**src/rtl/epd_regs.vh**
```
`ifndef EPD_REGS_VH
`define EPD_REGS_VH

// register byte offsets
`define EPD_OFS_CTRL 6'h00
`define EPD_OFS_PPR 6'h04
`define EPD_OFS_NUM 6'h08
`define EPD_OFS_DEN 6'h0C
`define EPD_OFS_ZOFS 6'h10
`define EPD_OFS_STAT 6'h14
`define EPD_OFS_POS 6'h18

// control bits
`define EPD_CTRL_APPLY 0
`define EPD_CTRL_LEAD 1
`define EPD_CTRL_ENC18 2
`define EPD_CTRL_ROTDIR 3
// status bits
`define EPD_STAT_LATCHED 0
`define EPD_STAT_INDEX 1

// reset values
`define EPD_RST_PPR 19'h00000
`define EPD_RST_NUM 23'h000001
`define EPD_RST_DEN 23'h000010
`define EPD_RST_ZOFS 20'h00000

// limits
`define EPD_PPR_MIN 19'h00010
`define EPD_PPR_MAX20 19'h40000
`define EPD_PPR_MAX18 19'h10000
`define EPD_DIV_MAX 23'h400000
`define EPD_BASE20 24'h040000
`define EPD_BASE18 24'h010000
`define EPD_RES20 20'hFFFFF
`define EPD_RES18 20'h3FFFF

// index pulse width in divider mode
`define EPD_ZW_NS 125000
`define EPD_CLK_NS 20

`define EPD_RESP_OKAY 2'h0
`define EPD_RESP_SLVERR 2'h2

`endif

```
**src/rtl/epd_top.v**
```verilog
// Our own choices: register access over AXI4-Lite and the register addresses.
`timescale 1ns/1ps
`include "epd_regs.vh"

module epd_top #(
  parameter Z_WIDTH_CYC = (`EPD_ZW_NS + `EPD_CLK_NS - 1) / `EPD_CLK_NS
) (
  // clock and reset
  input wire mclk,
  input wire arst_n,
  // axi4-lite write address
  input wire [5:0] s_axi_awaddr,
  input wire s_axi_awvalid,
  output reg s_axi_awready,
  // axi4-lite write data
  input wire [31:0] s_axi_wdata,
  input wire [3:0] s_axi_wstrb,
  input wire s_axi_wvalid,
  output reg s_axi_wready,
  // axi4-lite write response
  output reg [1:0] s_axi_bresp,
  output reg s_axi_bvalid,
  input wire s_axi_bready,
  // axi4-lite read address
  input wire [5:0] s_axi_araddr,
  input wire s_axi_arvalid,
  output reg s_axi_arready,
  // axi4-lite read data
  output reg [31:0] s_axi_rdata,
  output reg [1:0] s_axi_rresp,
  output reg s_axi_rvalid,
  input wire s_axi_rready,
  // encoder steps at full encoder resolution
  input wire enc_step,
  input wire enc_ccw,
  // feedback pulse outputs
  output reg feedback_phase_a_out,
  output reg feedback_phase_b_out,
  output reg feedback_index_out,
  output reg home_index_out
);

  // software copies
  reg [3:0] ctrl_reg;
  reg [18:0] output_pulses_per_rev_reg;
  reg [22:0] output_divider_numerator_reg;
  reg [22:0] output_divider_denominator_reg;
  reg [19:0] index_position_offset_reg;
  reg index_seen_reg;
  // active settings, frozen once taken
  reg latched_reg;
  reg ppr_mode_reg;
  reg lead_reg;
  reg enc18_reg;
  reg [23:0] inc_reg;
  reg [23:0] mod_reg;
  reg [19:0] ofs_reg;
  // pulse engine state
  reg [19:0] pos_reg;
  reg [23:0] acc_reg;
  reg [1:0] quad_reg;
  reg z_arm_reg;
  reg [12:0] z_cnt_reg;
  wire [31:0] z_load = Z_WIDTH_CYC - 1;
  // axi write side holding
  reg aw_have_reg;
  reg w_have_reg;
  reg [5:0] aw_addr_reg;
  reg [31:0] w_data_reg;
  reg [3:0] w_strb_reg;
  // clamped settings for the latch
  reg [18:0] ppr_c;
  reg [22:0] num_c;
  reg [22:0] den_c;
  reg [19:0] ofs_c;
  reg [19:0] res_top;
  reg [23:0] inc_c;
  reg [23:0] mod_c;
  reg ppr_nz;

  always @* begin
    ppr_nz = output_pulses_per_rev_reg != `EPD_RST_PPR;
    if (output_pulses_per_rev_reg < `EPD_PPR_MIN)
      ppr_c = `EPD_PPR_MIN;
    else if (ctrl_reg[`EPD_CTRL_ENC18] &&
             output_pulses_per_rev_reg > `EPD_PPR_MAX18)
      ppr_c = `EPD_PPR_MAX18;
    else if (output_pulses_per_rev_reg > `EPD_PPR_MAX20)
      ppr_c = `EPD_PPR_MAX20;
    else
      ppr_c = output_pulses_per_rev_reg;
    num_c = output_divider_numerator_reg;
    if (num_c == 23'h000000)
      num_c = `EPD_RST_NUM;
    else if (num_c > `EPD_DIV_MAX)
      num_c = `EPD_DIV_MAX;
    den_c = output_divider_denominator_reg;
    if (den_c == 23'h000000)
      den_c = `EPD_RST_NUM;
    else if (den_c > `EPD_DIV_MAX)
      den_c = `EPD_DIV_MAX;
    res_top = ctrl_reg[`EPD_CTRL_ENC18] ? `EPD_RES18 : `EPD_RES20;
    ofs_c = index_position_offset_reg > res_top ? res_top :
      index_position_offset_reg;
    if (ppr_nz) begin
      // pulses counted against encoder count over four
      inc_c = {5'h00, ppr_c};
      mod_c = ctrl_reg[`EPD_CTRL_ENC18] ? `EPD_BASE18 :
        `EPD_BASE20;
    end else begin
      // divider never multiplies
      inc_c = {1'b0, (num_c > den_c) ? den_c : num_c};
      mod_c = {1'b0, den_c};
    end
  end

  // encoder step, one output edge at most per step since inc <= mod
  reg [19:0] act_top;
  reg [19:0] pos_next;
  reg [23:0] acc_next;
  reg [24:0] sum;
  reg edge_fwd;
  reg edge_back;
  reg [1:0] quad_next;
  reg a_next;
  reg b_next;
  reg idx_hit;
  reg [19:0] pos_adj;
  always @* begin
    act_top = enc18_reg ? `EPD_RES18 : `EPD_RES20;
    pos_next = pos_reg;
    acc_next = acc_reg;
    sum = {1'b0, acc_reg} + {1'b0, inc_reg};
    edge_fwd = 1'b0;
    edge_back = 1'b0;
    if (latched_reg && enc_step) begin
      if (enc_ccw) begin
        pos_next = (pos_reg == act_top) ? 20'h00000 : pos_reg + 20'h00001;
        if (sum >= {1'b0, mod_reg}) begin
          acc_next = sum[23:0] - mod_reg;
          edge_fwd = 1'b1;
        end else begin
          acc_next = sum[23:0];
        end
      end else begin
        pos_next = (pos_reg == 20'h00000) ? act_top : pos_reg - 20'h00001;
        if (acc_reg >= inc_reg) begin
          acc_next = acc_reg - inc_reg;
        end else begin
          acc_next = acc_reg + mod_reg - inc_reg;
          edge_back = 1'b1;
        end
      end
    end
    // each edge is a quarter of an output period
    quad_next = quad_reg;
    if (edge_fwd)
      quad_next = quad_reg + 2'h1;
    else if (edge_back)
      quad_next = quad_reg - 2'h1;
    // gray order 00,01,11,10 puts the second bit first on ccw
    if (lead_reg) begin
      a_next = quad_next[1] ^ quad_next[0];
      b_next = quad_next[1];
    end else begin
      a_next = quad_next[1];
      b_next = quad_next[1] ^ quad_next[0];
    end
    // offset shifts the index toward ccw, direction setting unused
    idx_hit = latched_reg && enc_step &&
      (pos_next == ofs_reg);
    pos_adj = (pos_reg >= ofs_reg) ? pos_reg - ofs_reg :
      pos_reg + act_top - ofs_reg + 20'h00001;
  end

  // settings latch and pulse engine
  always @(posedge mclk or negedge arst_n) begin
    if (!arst_n) begin
      latched_reg <= 1'b0;
      ppr_mode_reg <= 1'b0;
      lead_reg <= 1'b0;
      enc18_reg <= 1'b0;
      inc_reg <= 24'h000000;
      mod_reg <= 24'h000001;
      ofs_reg <= 20'h00000;
      pos_reg <= 20'h00000;
      acc_reg <= 24'h000000;
      quad_reg <= 2'h0;
      z_arm_reg <= 1'b0;
      z_cnt_reg <= 13'h0000;
      feedback_phase_a_out <= 1'b0;
      feedback_phase_b_out <= 1'b0;
      feedback_index_out <= 1'b0;
      home_index_out <= 1'b0;
    end else begin
      // only the first apply counts until the next reset
      if (!latched_reg && ctrl_reg[`EPD_CTRL_APPLY]) begin
        latched_reg <= 1'b1;
        ppr_mode_reg <= ppr_nz;
        lead_reg <= ctrl_reg[`EPD_CTRL_LEAD];
        enc18_reg <= ctrl_reg[`EPD_CTRL_ENC18];
        inc_reg <= inc_c;
        mod_reg <= mod_c;
        ofs_reg <= ofs_c;
      end
      pos_reg <= pos_next;
      acc_reg <= acc_next;
      quad_reg <= quad_next;
      feedback_phase_a_out <= a_next;
      feedback_phase_b_out <= b_next;
      home_index_out <= idx_hit;
      if (ppr_mode_reg) begin
        // index rides the next A high phase
        if (idx_hit)
          z_arm_reg <= 1'b1;
        if (a_next && !feedback_phase_a_out && (z_arm_reg || idx_hit)) begin
          feedback_index_out <= 1'b1;
          z_arm_reg <= 1'b0;
        end else if (!a_next && feedback_phase_a_out) begin
          feedback_index_out <= 1'b0;
        end
      end else begin
        // fixed width, unrelated to A and B
        if (idx_hit) begin
          feedback_index_out <= 1'b1;
          z_cnt_reg <= z_load[12:0];
        end else if (z_cnt_reg != 13'h0000) begin
          z_cnt_reg <= z_cnt_reg - 13'h0001;
        end else begin
          feedback_index_out <= 1'b0;
        end
      end
    end
  end

  // axi write path, address and data in either order
  wire aw_take = s_axi_awvalid && s_axi_awready;
  wire w_take = s_axi_wvalid && s_axi_wready;
  wire [5:0] wr_addr = aw_take ? s_axi_awaddr : aw_addr_reg;
  wire [31:0] wr_data = w_take ? s_axi_wdata : w_data_reg;
  wire [3:0] wr_strb = w_take ? s_axi_wstrb : w_strb_reg;
  wire wr_go = (aw_have_reg || aw_take) && (w_have_reg || w_take) &&
    !s_axi_bvalid;
  wire wr_hit = (wr_addr == `EPD_OFS_CTRL) || (wr_addr == `EPD_OFS_PPR) ||
    (wr_addr == `EPD_OFS_NUM) || (wr_addr == `EPD_OFS_DEN) ||
    (wr_addr == `EPD_OFS_ZOFS) || (wr_addr == `EPD_OFS_STAT);

  function [31:0] merge;
    input [31:0] old;
    input [31:0] nw;
    input [3:0] strb;
    integer i;
    begin
      merge = old;
      for (i = 0; i < 4; i = i + 1)
        if (strb[i])
          merge[i*8 +: 8] = nw[i*8 +: 8];
    end
  endfunction

  wire [31:0] ctrl_m = merge({28'h0000000, ctrl_reg}, wr_data, wr_strb);
  wire [31:0] ppr_m = merge({13'h0000, output_pulses_per_rev_reg},
    wr_data, wr_strb);
  wire [31:0] num_m = merge({9'h000, output_divider_numerator_reg},
    wr_data, wr_strb);
  wire [31:0] den_m = merge({9'h000, output_divider_denominator_reg},
    wr_data, wr_strb);
  wire [31:0] zofs_m = merge({12'h000, index_position_offset_reg},
    wr_data, wr_strb);
  wire stat_clr = wr_go && (wr_addr == `EPD_OFS_STAT) && wr_strb[0] &&
    wr_data[`EPD_STAT_INDEX];

  always @(posedge mclk or negedge arst_n) begin
    if (!arst_n) begin
      s_axi_awready <= 1'b1;
      s_axi_wready <= 1'b1;
      s_axi_bvalid <= 1'b0;
      s_axi_bresp <= `EPD_RESP_OKAY;
      aw_have_reg <= 1'b0;
      w_have_reg <= 1'b0;
      aw_addr_reg <= 6'h00;
      w_data_reg <= 32'h00000000;
      w_strb_reg <= 4'h0;
      ctrl_reg <= 4'h0;
      output_pulses_per_rev_reg <= `EPD_RST_PPR;
      output_divider_numerator_reg <= `EPD_RST_NUM;
      output_divider_denominator_reg <= `EPD_RST_DEN;
      index_position_offset_reg <= `EPD_RST_ZOFS;
      index_seen_reg <= 1'b0;
    end else begin
      if (aw_take) begin
        aw_addr_reg <= s_axi_awaddr;
        s_axi_awready <= 1'b0;
      end
      if (w_take) begin
        w_data_reg <= s_axi_wdata;
        w_strb_reg <= s_axi_wstrb;
        s_axi_wready <= 1'b0;
      end
      if (wr_go) begin
        aw_have_reg <= 1'b0;
        w_have_reg <= 1'b0;
        s_axi_bvalid <= 1'b1;
        s_axi_bresp <= wr_hit ? `EPD_RESP_OKAY : `EPD_RESP_SLVERR;
        case (wr_addr)
          `EPD_OFS_CTRL: ctrl_reg <= ctrl_m[3:0];
          `EPD_OFS_PPR: output_pulses_per_rev_reg <= ppr_m[18:0];
          `EPD_OFS_NUM: output_divider_numerator_reg <= num_m[22:0];
          `EPD_OFS_DEN: output_divider_denominator_reg <= den_m[22:0];
          `EPD_OFS_ZOFS: index_position_offset_reg <= zofs_m[19:0];
          default: ctrl_reg <= ctrl_reg;
        endcase
      end else begin
        if (aw_take)
          aw_have_reg <= 1'b1;
        if (w_take)
          w_have_reg <= 1'b1;
      end
      if (s_axi_bvalid && s_axi_bready) begin
        s_axi_bvalid <= 1'b0;
        s_axi_awready <= 1'b1;
        s_axi_wready <= 1'b1;
      end
      // a new index beats a clear in the same cycle
      if (idx_hit)
        index_seen_reg <= 1'b1;
      else if (stat_clr)
        index_seen_reg <= 1'b0;
    end
  end

  // axi read path, answer one cycle after the address
  reg [31:0] rd_mux;
  reg rd_hit;
  always @* begin
    rd_hit = 1'b1;
    case (s_axi_araddr)
      `EPD_OFS_CTRL: rd_mux = {28'h0000000, ctrl_reg};
      `EPD_OFS_PPR: rd_mux = {13'h0000, output_pulses_per_rev_reg};
      `EPD_OFS_NUM: rd_mux = {9'h000, output_divider_numerator_reg};
      `EPD_OFS_DEN: rd_mux = {9'h000, output_divider_denominator_reg};
      `EPD_OFS_ZOFS: rd_mux = {12'h000, index_position_offset_reg};
      `EPD_OFS_STAT: rd_mux = {30'h00000000, index_seen_reg, latched_reg};
      `EPD_OFS_POS: rd_mux = {12'h000, pos_adj};
      default: begin
        rd_mux = 32'h00000000;
        rd_hit = 1'b0;
      end
    endcase
  end

  always @(posedge mclk or negedge arst_n) begin
    if (!arst_n) begin
      s_axi_arready <= 1'b1;
      s_axi_rvalid <= 1'b0;
      s_axi_rdata <= 32'h00000000;
      s_axi_rresp <= `EPD_RESP_OKAY;
    end else begin
      if (s_axi_arvalid && s_axi_arready) begin
        s_axi_arready <= 1'b0;
        s_axi_rvalid <= 1'b1;
        s_axi_rdata <= rd_mux;
        s_axi_rresp <= rd_hit ? `EPD_RESP_OKAY : `EPD_RESP_SLVERR;
      end else if (s_axi_rvalid && s_axi_rready) begin
        s_axi_rvalid <= 1'b0;
        s_axi_arready <= 1'b1;
      end
    end
  end
endmodule // epd_top

```
**config.mk**
```make
export PLATFORM = sky130hd
export DESIGN_NAME = epd_top
export DESIGN_NICKNAME = d
export VERILOG_FILES = /design/src/rtl/epd_top.v
export VERILOG_INCLUDE_DIRS = /design/src /design/src/rtl
export SDC_FILE = /design/constraint.sdc
export NUM_CORES = 1
export LEC_CHECK = 0
export BUFFER_PORTS_ARGS = -buffer_cell sky130_fd_sc_hd__buf_2
export CORE_MARGIN = 1.5
export CORE_UTILIZATION = 35
export CTS_CLUSTER_DIAMETER = 200
export DETAILED_ROUTE_END_ITERATION = 8
export HOLD_SLACK_MARGIN = 0.03
export PLACE_DENSITY_LB_ADDON = 0.3
export SLEW_MARGIN = 0
export SYNTH_ARGS = -nofsm -noshare
export SYNTH_HDL_FRONTEND = slang
export SYNTH_SLANG_ARGS = --single-unit
```
**constraint.sdc**
```tcl
create_clock -name mclk -period 9.75 [get_ports mclk]
set_clock_uncertainty 0.1 [all_clocks]
set_input_delay 0 -clock mclk [delete_from_list [all_inputs] [get_ports mclk]]
set_output_delay 0 -clock mclk [all_outputs]
set_load 0.005 [all_outputs]
```
==> impl_metrics.tcl, run 1 <==
set metrics [dict create \
    insertion_delay_ns 0.57 \
    regToRegEndpoint "acc_reg[0]" \
    grt_usage_pct 22.4 \
    core_area_um2 63300 \
    clock-sinks 288 \
    final_util_pct 40.1 \
    cts_tree "yes" \
    path_clk_slew_ns 0.06 \
    syn_avg_cell_area_um2 8.38 \
    antenna_found_initial 0 \
    layout_common_cells "dfrtp_1, inv_1, nand2_1" \
    num-fill-cells 6392 \
    diodes 0 \
    cp.required_ns 10.14 \
    layout-drive-gt1-share_pct 7.66 \
    htree_levels 2 \
    startpoint_type "flop" \
    regArea_um2 7210 \
    grt_pass1_wl_um 116000 \
    multi_input_area_um2 13800 \
    hold_depth 5 \
    critPathKind "flop to flop" \
    worstPathArrival_ns 6.80 \
    hold_path.class "input pin to flop" \
    final_max_slew_viol_count 0 \
    worstReg2RegStart "inc_reg[1]" \
    cp-end-kind "flop" \
    powerDensity_nw_per_um2 391 \
    status "finished, final reports clean" \
    largest_reg_flops 24 \
    drc 0 \
    syn_inst 2691 \
    ys_seq_area_share_pct 32.0 \
    core.rowCount 92 \
    ios 102 \
    clockBufferDepth 3 \
    first_global_vias 19872 \
    slew_headroom_pct 19.2 \
    port_buffers 80 \
    wl_per_cell_um 20.5 \
    start_util_pct 35.6 \
    grt_max_degree 74 \
    synth_edf_count 0 \
    firstDrtPassIters 6 \
    synth_area_um2 22500 \
    vdd_drop_max_mv 0.488 \
    synth_top_area_cell "dfrtp_1" \
    routabilityCongestion 0.951 \
    worstHoldStart "s_axi_araddr[5]" \
    syn_to_final_growth_pct 12.7 \
    max_freq_mhz 156 \
    rsz0062_at_grt "no" \
    r2r_slack_ns 3.34 \
    ff2ff_path_depth 22 \
    clockRootBuffer "clkbuf_16" \
    finalSetupTns_ns 0 \
    async_flop_share_pct 100 \
    viasPerCell 5.61 \
    max_cap_viol_count 0 \
    drt-total-wl_um 74400 \
    cts_made_buffers 37 \
    overflow 0 \
    layout.nets 3032 \
    netlist-cell-type-count 88 \
    synth_top_area_share_pct 31.3 \
    yosysWarnings 0 \
    drt_iter0_markers 1774 \
    synth_ff_type "dfrtp_1" \
    period_needed_ns 6.41 \
    vias 20365 \
    hold_end "s_axi_rdata[1]" \
    die-area_um2 65900 \
    die_w_um 257 \
    synth_seq_cells 288 \
    die_y_um 257 \
    cts_setup_buffers 0 \
    worstMarginPinSlew_ns 1.21 \
    final_common_cell "dfrtp_1" \
    setup_viol 0 \
    dp_hpwl_um 56800 \
    synth.area.top_cells "dfrtp_1, ha_1, a21oi_1" \
    finalCritPeriodShare_pct 65.7 \
    p_leak_nw 11.4 \
    cp_max_fo 33 \
    hold_violations 0 \
    drt.antenna.violating_nets 0 \
]
## area by class of cell
type | instances | area share [%]
Multi-Input combinational cell | 1999 | 54.3
Clock inverter | 14 | 0.611
Inverter | 276 | 4.08
Sequential cell | 288 | 28.4
Timing Repair Buffer | 151 | 4.25
Tap cell | 846 | 4.17
Clock buffer | 53 | 4.20
## routing by layer
layer	routed length [µm]	track usage, %
met5	0	0
met1	33300	31.0
met4	3010	9.18
met3	5080	3.33
met2	33100	34.8
## synthesized netlist by cell type, types with 33 or more instances
| cell | n |
|---|---|
| nand3_1 | 45 |
| a21oi_1 | 232 |
| a211oi_1 | 33 |
| xor2_1 | 43 |
| nand4_1 | 34 |
| nand2b_1 | 33 |
| clkbuf_1 | 116 |
| a21o_1 | 37 |
| nor3_1 | 44 |
| nand2_1 | 244 |
| nor2_1 | 214 |
| fa_1 | 46 |
| xnor2_1 | 97 |
| mux2i_1 | 51 |
| o21ai_0 | 191 |
| inv_1 | 275 |
| dfrtp_1 | 282 |
| a22oi_1 | 33 |
| ha_1 | 176 |
| o31ai_1 | 37 |
## how the worst max path moves through the flow
| stage | end | slack, ns | start |
|---|---|---|---|
| 6_report | acc_reg[0] | 3.34 | inc_reg[1] |
| 4_1_cts | acc_reg[0] | 3.35 | inc_reg[1] |
| 3_3_place_gp | acc_reg[0] | 3.44 | inc_reg[1] |
| 2_1_floorplan | acc_reg[18] | 4.63 | inc_reg[1] |
| 3_5_place_dp | acc_reg[0] | 3.38 | inc_reg[1] |
| 5_1_grt | acc_reg[0] | 2.90 | inc_reg[1] |
## power by group
part / leakage, nW / internal, W / switching, W / total (W)
combinational: 7.12 / 0.00260 / 0.00386 / 0.00645
sequential: 3.73 / 0.00156 / 0.000541 / 0.00210
clock: 0.598 / 0.000821 / 0.000572 / 0.00139
total: 11.4 / 0.00498 / 0.00497 / 0.00995
## through the flow
stage | total power, W | instances | hold WS [ns] | cell area (µm²) | setup WS (ns)
after floorplan | 0.00675 | 2701 | -0.396 | 22600 | 4.63
after global placement | 0.00829 | 3512 | -0.0227 | 23700 | 3.44
after detailed placement | 0.00841 | 3512 | -0.00343 | 23700 | 3.38
after CTS | 0.00989 | 3627 | 0.0479 | 25400 | 3.35
after global routing | 0.0108 | 3627 | 0.0844 | 25400 | 2.90
final | 0.00995 | 3627 | 0.0884 | 25400 | 3.34
## kinds of logic (layout without fill, tap and decap cells)
family	Yosys count	after routing	share of synthesized area (%)
and+or+nand+nor	790	790	16.9
AOI/OAI and AO/OA	780	780	22.0
buffers and inverters	414	494	7.20
DFF	288	288	32.0
adders and majority gates	223	223	13.9
xor gates and xnor gates	140	140	5.44
muxes	55	55	2.56
other	1	11	0.0166
## critical path: stages, from the launching register on
cell	delay (ns)
dfrtp_1	0.50
inv_1	0.12
ha_1	0.35
nand2b_1	0.17
a221oi_1	0.49
o21ai_0	0.16
o21ai_0	0.28
a21boi_0	0.20
a221oi_1	0.41
xnor2_1	0.20
ha_1	0.34
a21o_1	0.19
a21oi_1	0.24
o22ai_1	0.11
a21oi_1	0.22
a21oi_1	0.20
a211oi_1	0.58
a2bb2oi_4	0.31
buf_4	0.44
mux2i_1	0.32
nor2_1	0.19
a21oi_1	0.06
o21ai_0	0.16
## timing repair
action | in CTS | in global routing
hold endpoints to repair | 221 | 0
resized for setup | 0 | 0
hold buffers | 48 | 0
Power figures use the tool's default switching activity.
==> inputs of run 2 (changes only) <==
Settings changed: ABC_AREA set to 1.
Clock period 9.75 ns to 5.5 ns, I/O delays scaled along.
==> run 2 against run 1 <==
Against the previous run: sequential power up 66%; first-iteration DRC count up 1.2%; fmax up 28%; register-to-register slack worse by 2.9 ns; worst setup slack worse by 2.9 ns; worst hold slack worse by 0.0096 ns; global-route usage up 1.8 points; wire length up 15%; non-clock buffer count up 15.
==> impl_metrics.tcl, run 2 <==
set metrics [dict create \
    status "finished, final reports clean" \
    viasPerCell 5.28 \
    firstDrtPassIters 7 \
    insertion_delay_ns 0.57 \
    hold_path.class "input pin to flop" \
    period_needed_ns 5.02 \
    diodes 0 \
    die_w_um 264 \
    layout_common_cells "nand2_1, inv_1, o21ai_0" \
    synth_area_um2 23900 \
    crit_chain "ha_1 -> fa_1 -> nand3_1 -> nand2_1 -> nand3_1 -> nand2_1 -> and2_1 -> o21ai_0 -> nand2_1 -> a31o_2 -> a21oi_1 -> xor2_1 -> ha_1 -> a21oi_1 -> o21ai_0 -> nor2_1 -> nand2_1 -> nand2_1 -> nand3_2 -> inv_1 -> nor2_1 -> nor2_1 -> o21ai_0 -> a31oi_1" \
    drc 0 \
    rsz0062_at_grt "no" \
    netlist-cell-type-count 68 \
    p_leak_nw 13.3 \
    finalSetupTns_ns 0 \
    worstPathArrival_ns 5.40 \
    clockBufferDepth 3 \
    overflow 0 \
    synth_ff_type "dfrtp_1" \
    worstReg2RegStart "inc_reg[0]" \
    synth_top_family_by_area "simple AND/OR/NAND/NOR gates" \
    cp.required_ns 5.88 \
    synth_top_area_share_pct 29.6 \
    post-place-ws_ns 0.489 \
    cts_setup_buffers 0 \
    drt.antenna.violating_nets 0 \
    worstHoldStart "s_axi_araddr[3]" \
    largest_reg_flops 24 \
    drt-total-wl_um 85300 \
    synth_seq_cells 288 \
    setup_slack_ns 0.475 \
    syn_avg_cell_area_um2 7.12 \
    ys_seq_area_share_pct 30.2 \
    htree_levels 2 \
    yosys.area_share.simple_pct 24.7 \
    max_cap_viol_count 0 \
    max_freq_mhz 199 \
    vias 23043 \
    core.rowCount 95 \
    synthMuxAreaShare_pct 0.131 \
    start_util_pct 35.4 \
    ios 102 \
    synth.cells.most_frequent "nand2_1, inv_1, o21ai_0" \
    vdd_drop_max_mv 0.376 \
    first_global_vias 22529 \
    async_flop_share_pct 100 \
    finalCritPeriodShare_pct 91.4 \
    path_clk_slew_ns 0.06 \
    powerDensity_nw_per_um2 703 \
    yosysMostFrequentCell "nand2_1" \
    critPathKind "flop to flop" \
    grt_usage_pct 24.2 \
    grt_pass1_wl_um 131000 \
    slew_headroom_pct 23.3 \
    syn_to_final_growth_pct 12.8 \
    die-area_um2 69800 \
    worstMarginPinSlew_ns 1.15 \
    max_stage_delay_ns 0.52 \
    multi_input_area_um2 14200 \
    cp_max_fo 16 \
    die_y_um 264 \
    wl_per_cell_um 19.6 \
    yosysWarnings 0 \
    crit_top_cell "nand2_1" \
    crit_path_start "inc_reg[0]" \
    routabilityCongestion 0.962 \
    antenna_found_initial 0 \
    drt_iter0_markers 1796 \
    synth_compound_area_share_pct 17.0 \
    cts_tree "yes" \
    cp_slowest_cell "inv_1" \
    dp_hpwl_um 67400 \
    syn_inst 3351 \
    synth_edf_count 0 \
    regArea_um2 7210 \
    synth_top_area_cell "dfrtp_1" \
    synthAdderAreaFrac_pct 13.1 \
    final_max_slew_viol_count 0 \
    synth_xor_area_share_pct 4.15 \
    grt_max_degree 143 \
    clock-sinks 288 \
    hold_violations 0 \
    final_common_cell "nand2_1" \
    layout.nets 3740 \
    cts_made_buffers 36 \
    cp-end-kind "flop" \
    port_buffers 80 \
    clockRootBuffer "clkbuf_16" \
    num-fill-cells 7025 \
    setup_viol 0 \
    startpoint_type "flop" \
    synth.area.top_cells "dfrtp_1, nand2_1, ha_1" \
    core_area_um2 67400 \
    layout-drive-gt1-share_pct 7.48 \
]
run 2: changes by cell type in the layout (fill, tap and decap cells not counted), sizes merged, moves of 33 or more:
cell / previous run / this run
xor2: 43 / 78
o21ai: 193 / 308
nand2b: 33 / 0
nand2: 244 / 770
o31ai: 37 / 4
xnor2: 97 / 35
nor2: 214 / 278
inv: 278 / 538
nand3: 45 / 169
a21oi: 234 / 175
mux2i: 51 / 2
run 2: timing repair:
action / CTS / global route
endpoints found under the setup margin: 0 / 2
hold buffers: 49 / 0
gates resized for setup: 0 / 2
endpoints found under the hold margin: 256 / 0
run 2: worst max-delay path: cells and delay by family, from the launching register on:
| kind | cells | cell delay (ns) |
|---|---|---|
| and+or+nand+nor | 12 | 1.38 |
| AOI/OAI and AO/OA | 7 | 1.28 |
| adders and majority gates | 3 | 0.99 |
| buffers and inverters | 1 | 0.52 |
| DFF | 1 | 0.41 |
| xor gates and xnor gates | 1 | 0.24 |
run 2: final timing paths:
check	end	slack [ns]	cells past startpoint
min in group asynchronous	s_axi_arready	0.47	3
worst max register to register	acc_reg[11]	0.48	24
max in group asynchronous	acc_reg[16]	3.90	4
worst max-delay path	acc_reg[11]	0.48	24
worst min register to register	s_axi_rdata[0]	0.37	1
worst min-delay path	s_axi_rdata[15]	0.08	8
run 2: through the flow:
step,hold slack [ns],instance area [µm²],total power (W),cells,util [%]
finish,0.0788,26900,0.0189,4361,40.0
global route,0.108,26900,0.0207,4361,40.0
CTS,0.0598,26900,0.0187,4361,39.9
detailed placement,-0.0506,25200,0.0162,4247,37.4
global placement,-0.0533,25200,0.0161,4247,37.4
floorplan,-0.396,23900,0.0126,3361,-
run 2: cell families (layout without fill, tap and decap cells):
group           count (synthesis)  in the layout
compound gates                703            703
xor+xnor                      113            113
fa+ha+maj                     222            222
buf+inv                       643            770
flops                         288            288
mux                             3              3
other cells                     1             11
simple gates                 1378           1378
run 2: final cells by class:
| class | count | share of cell area (%) |
|---|---|---|
| Timing Repair Buffer | 166 | 4.53 |
| Tap cell | 873 | 4.06 |
| Inverter | 539 | 7.52 |
| Sequential cell | 288 | 26.8 |
| Multi-Input combinational cell | 2430 | 52.7 |
| Clock buffer | 48 | 3.74 |
| Clock inverter | 17 | 0.655 |
run 2: report_power, final:
group | switching, W | internal (W) | total [W]
Combinational | 0.00841 | 0.00460 | 0.0130
Clock | 0.00104 | 0.00140 | 0.00243
Sequential | 0.000726 | 0.00275 | 0.00348
Total | 0.0102 | 0.00875 | 0.0189
run 2: routing by layer:
| layer | vias up | GRT usage, % | routed length, µm |
|---|---|---|---|
| li1 | 11193 | - | - |
| met4 | 0 | 9.91 | 3590 |
| met5 | - | 0 | 0 |
| met3 | 171 | 3.18 | 5790 |
| met1 | 10850 | 33.6 | 38400 |
| met2 | 829 | 38.0 | 37500 |
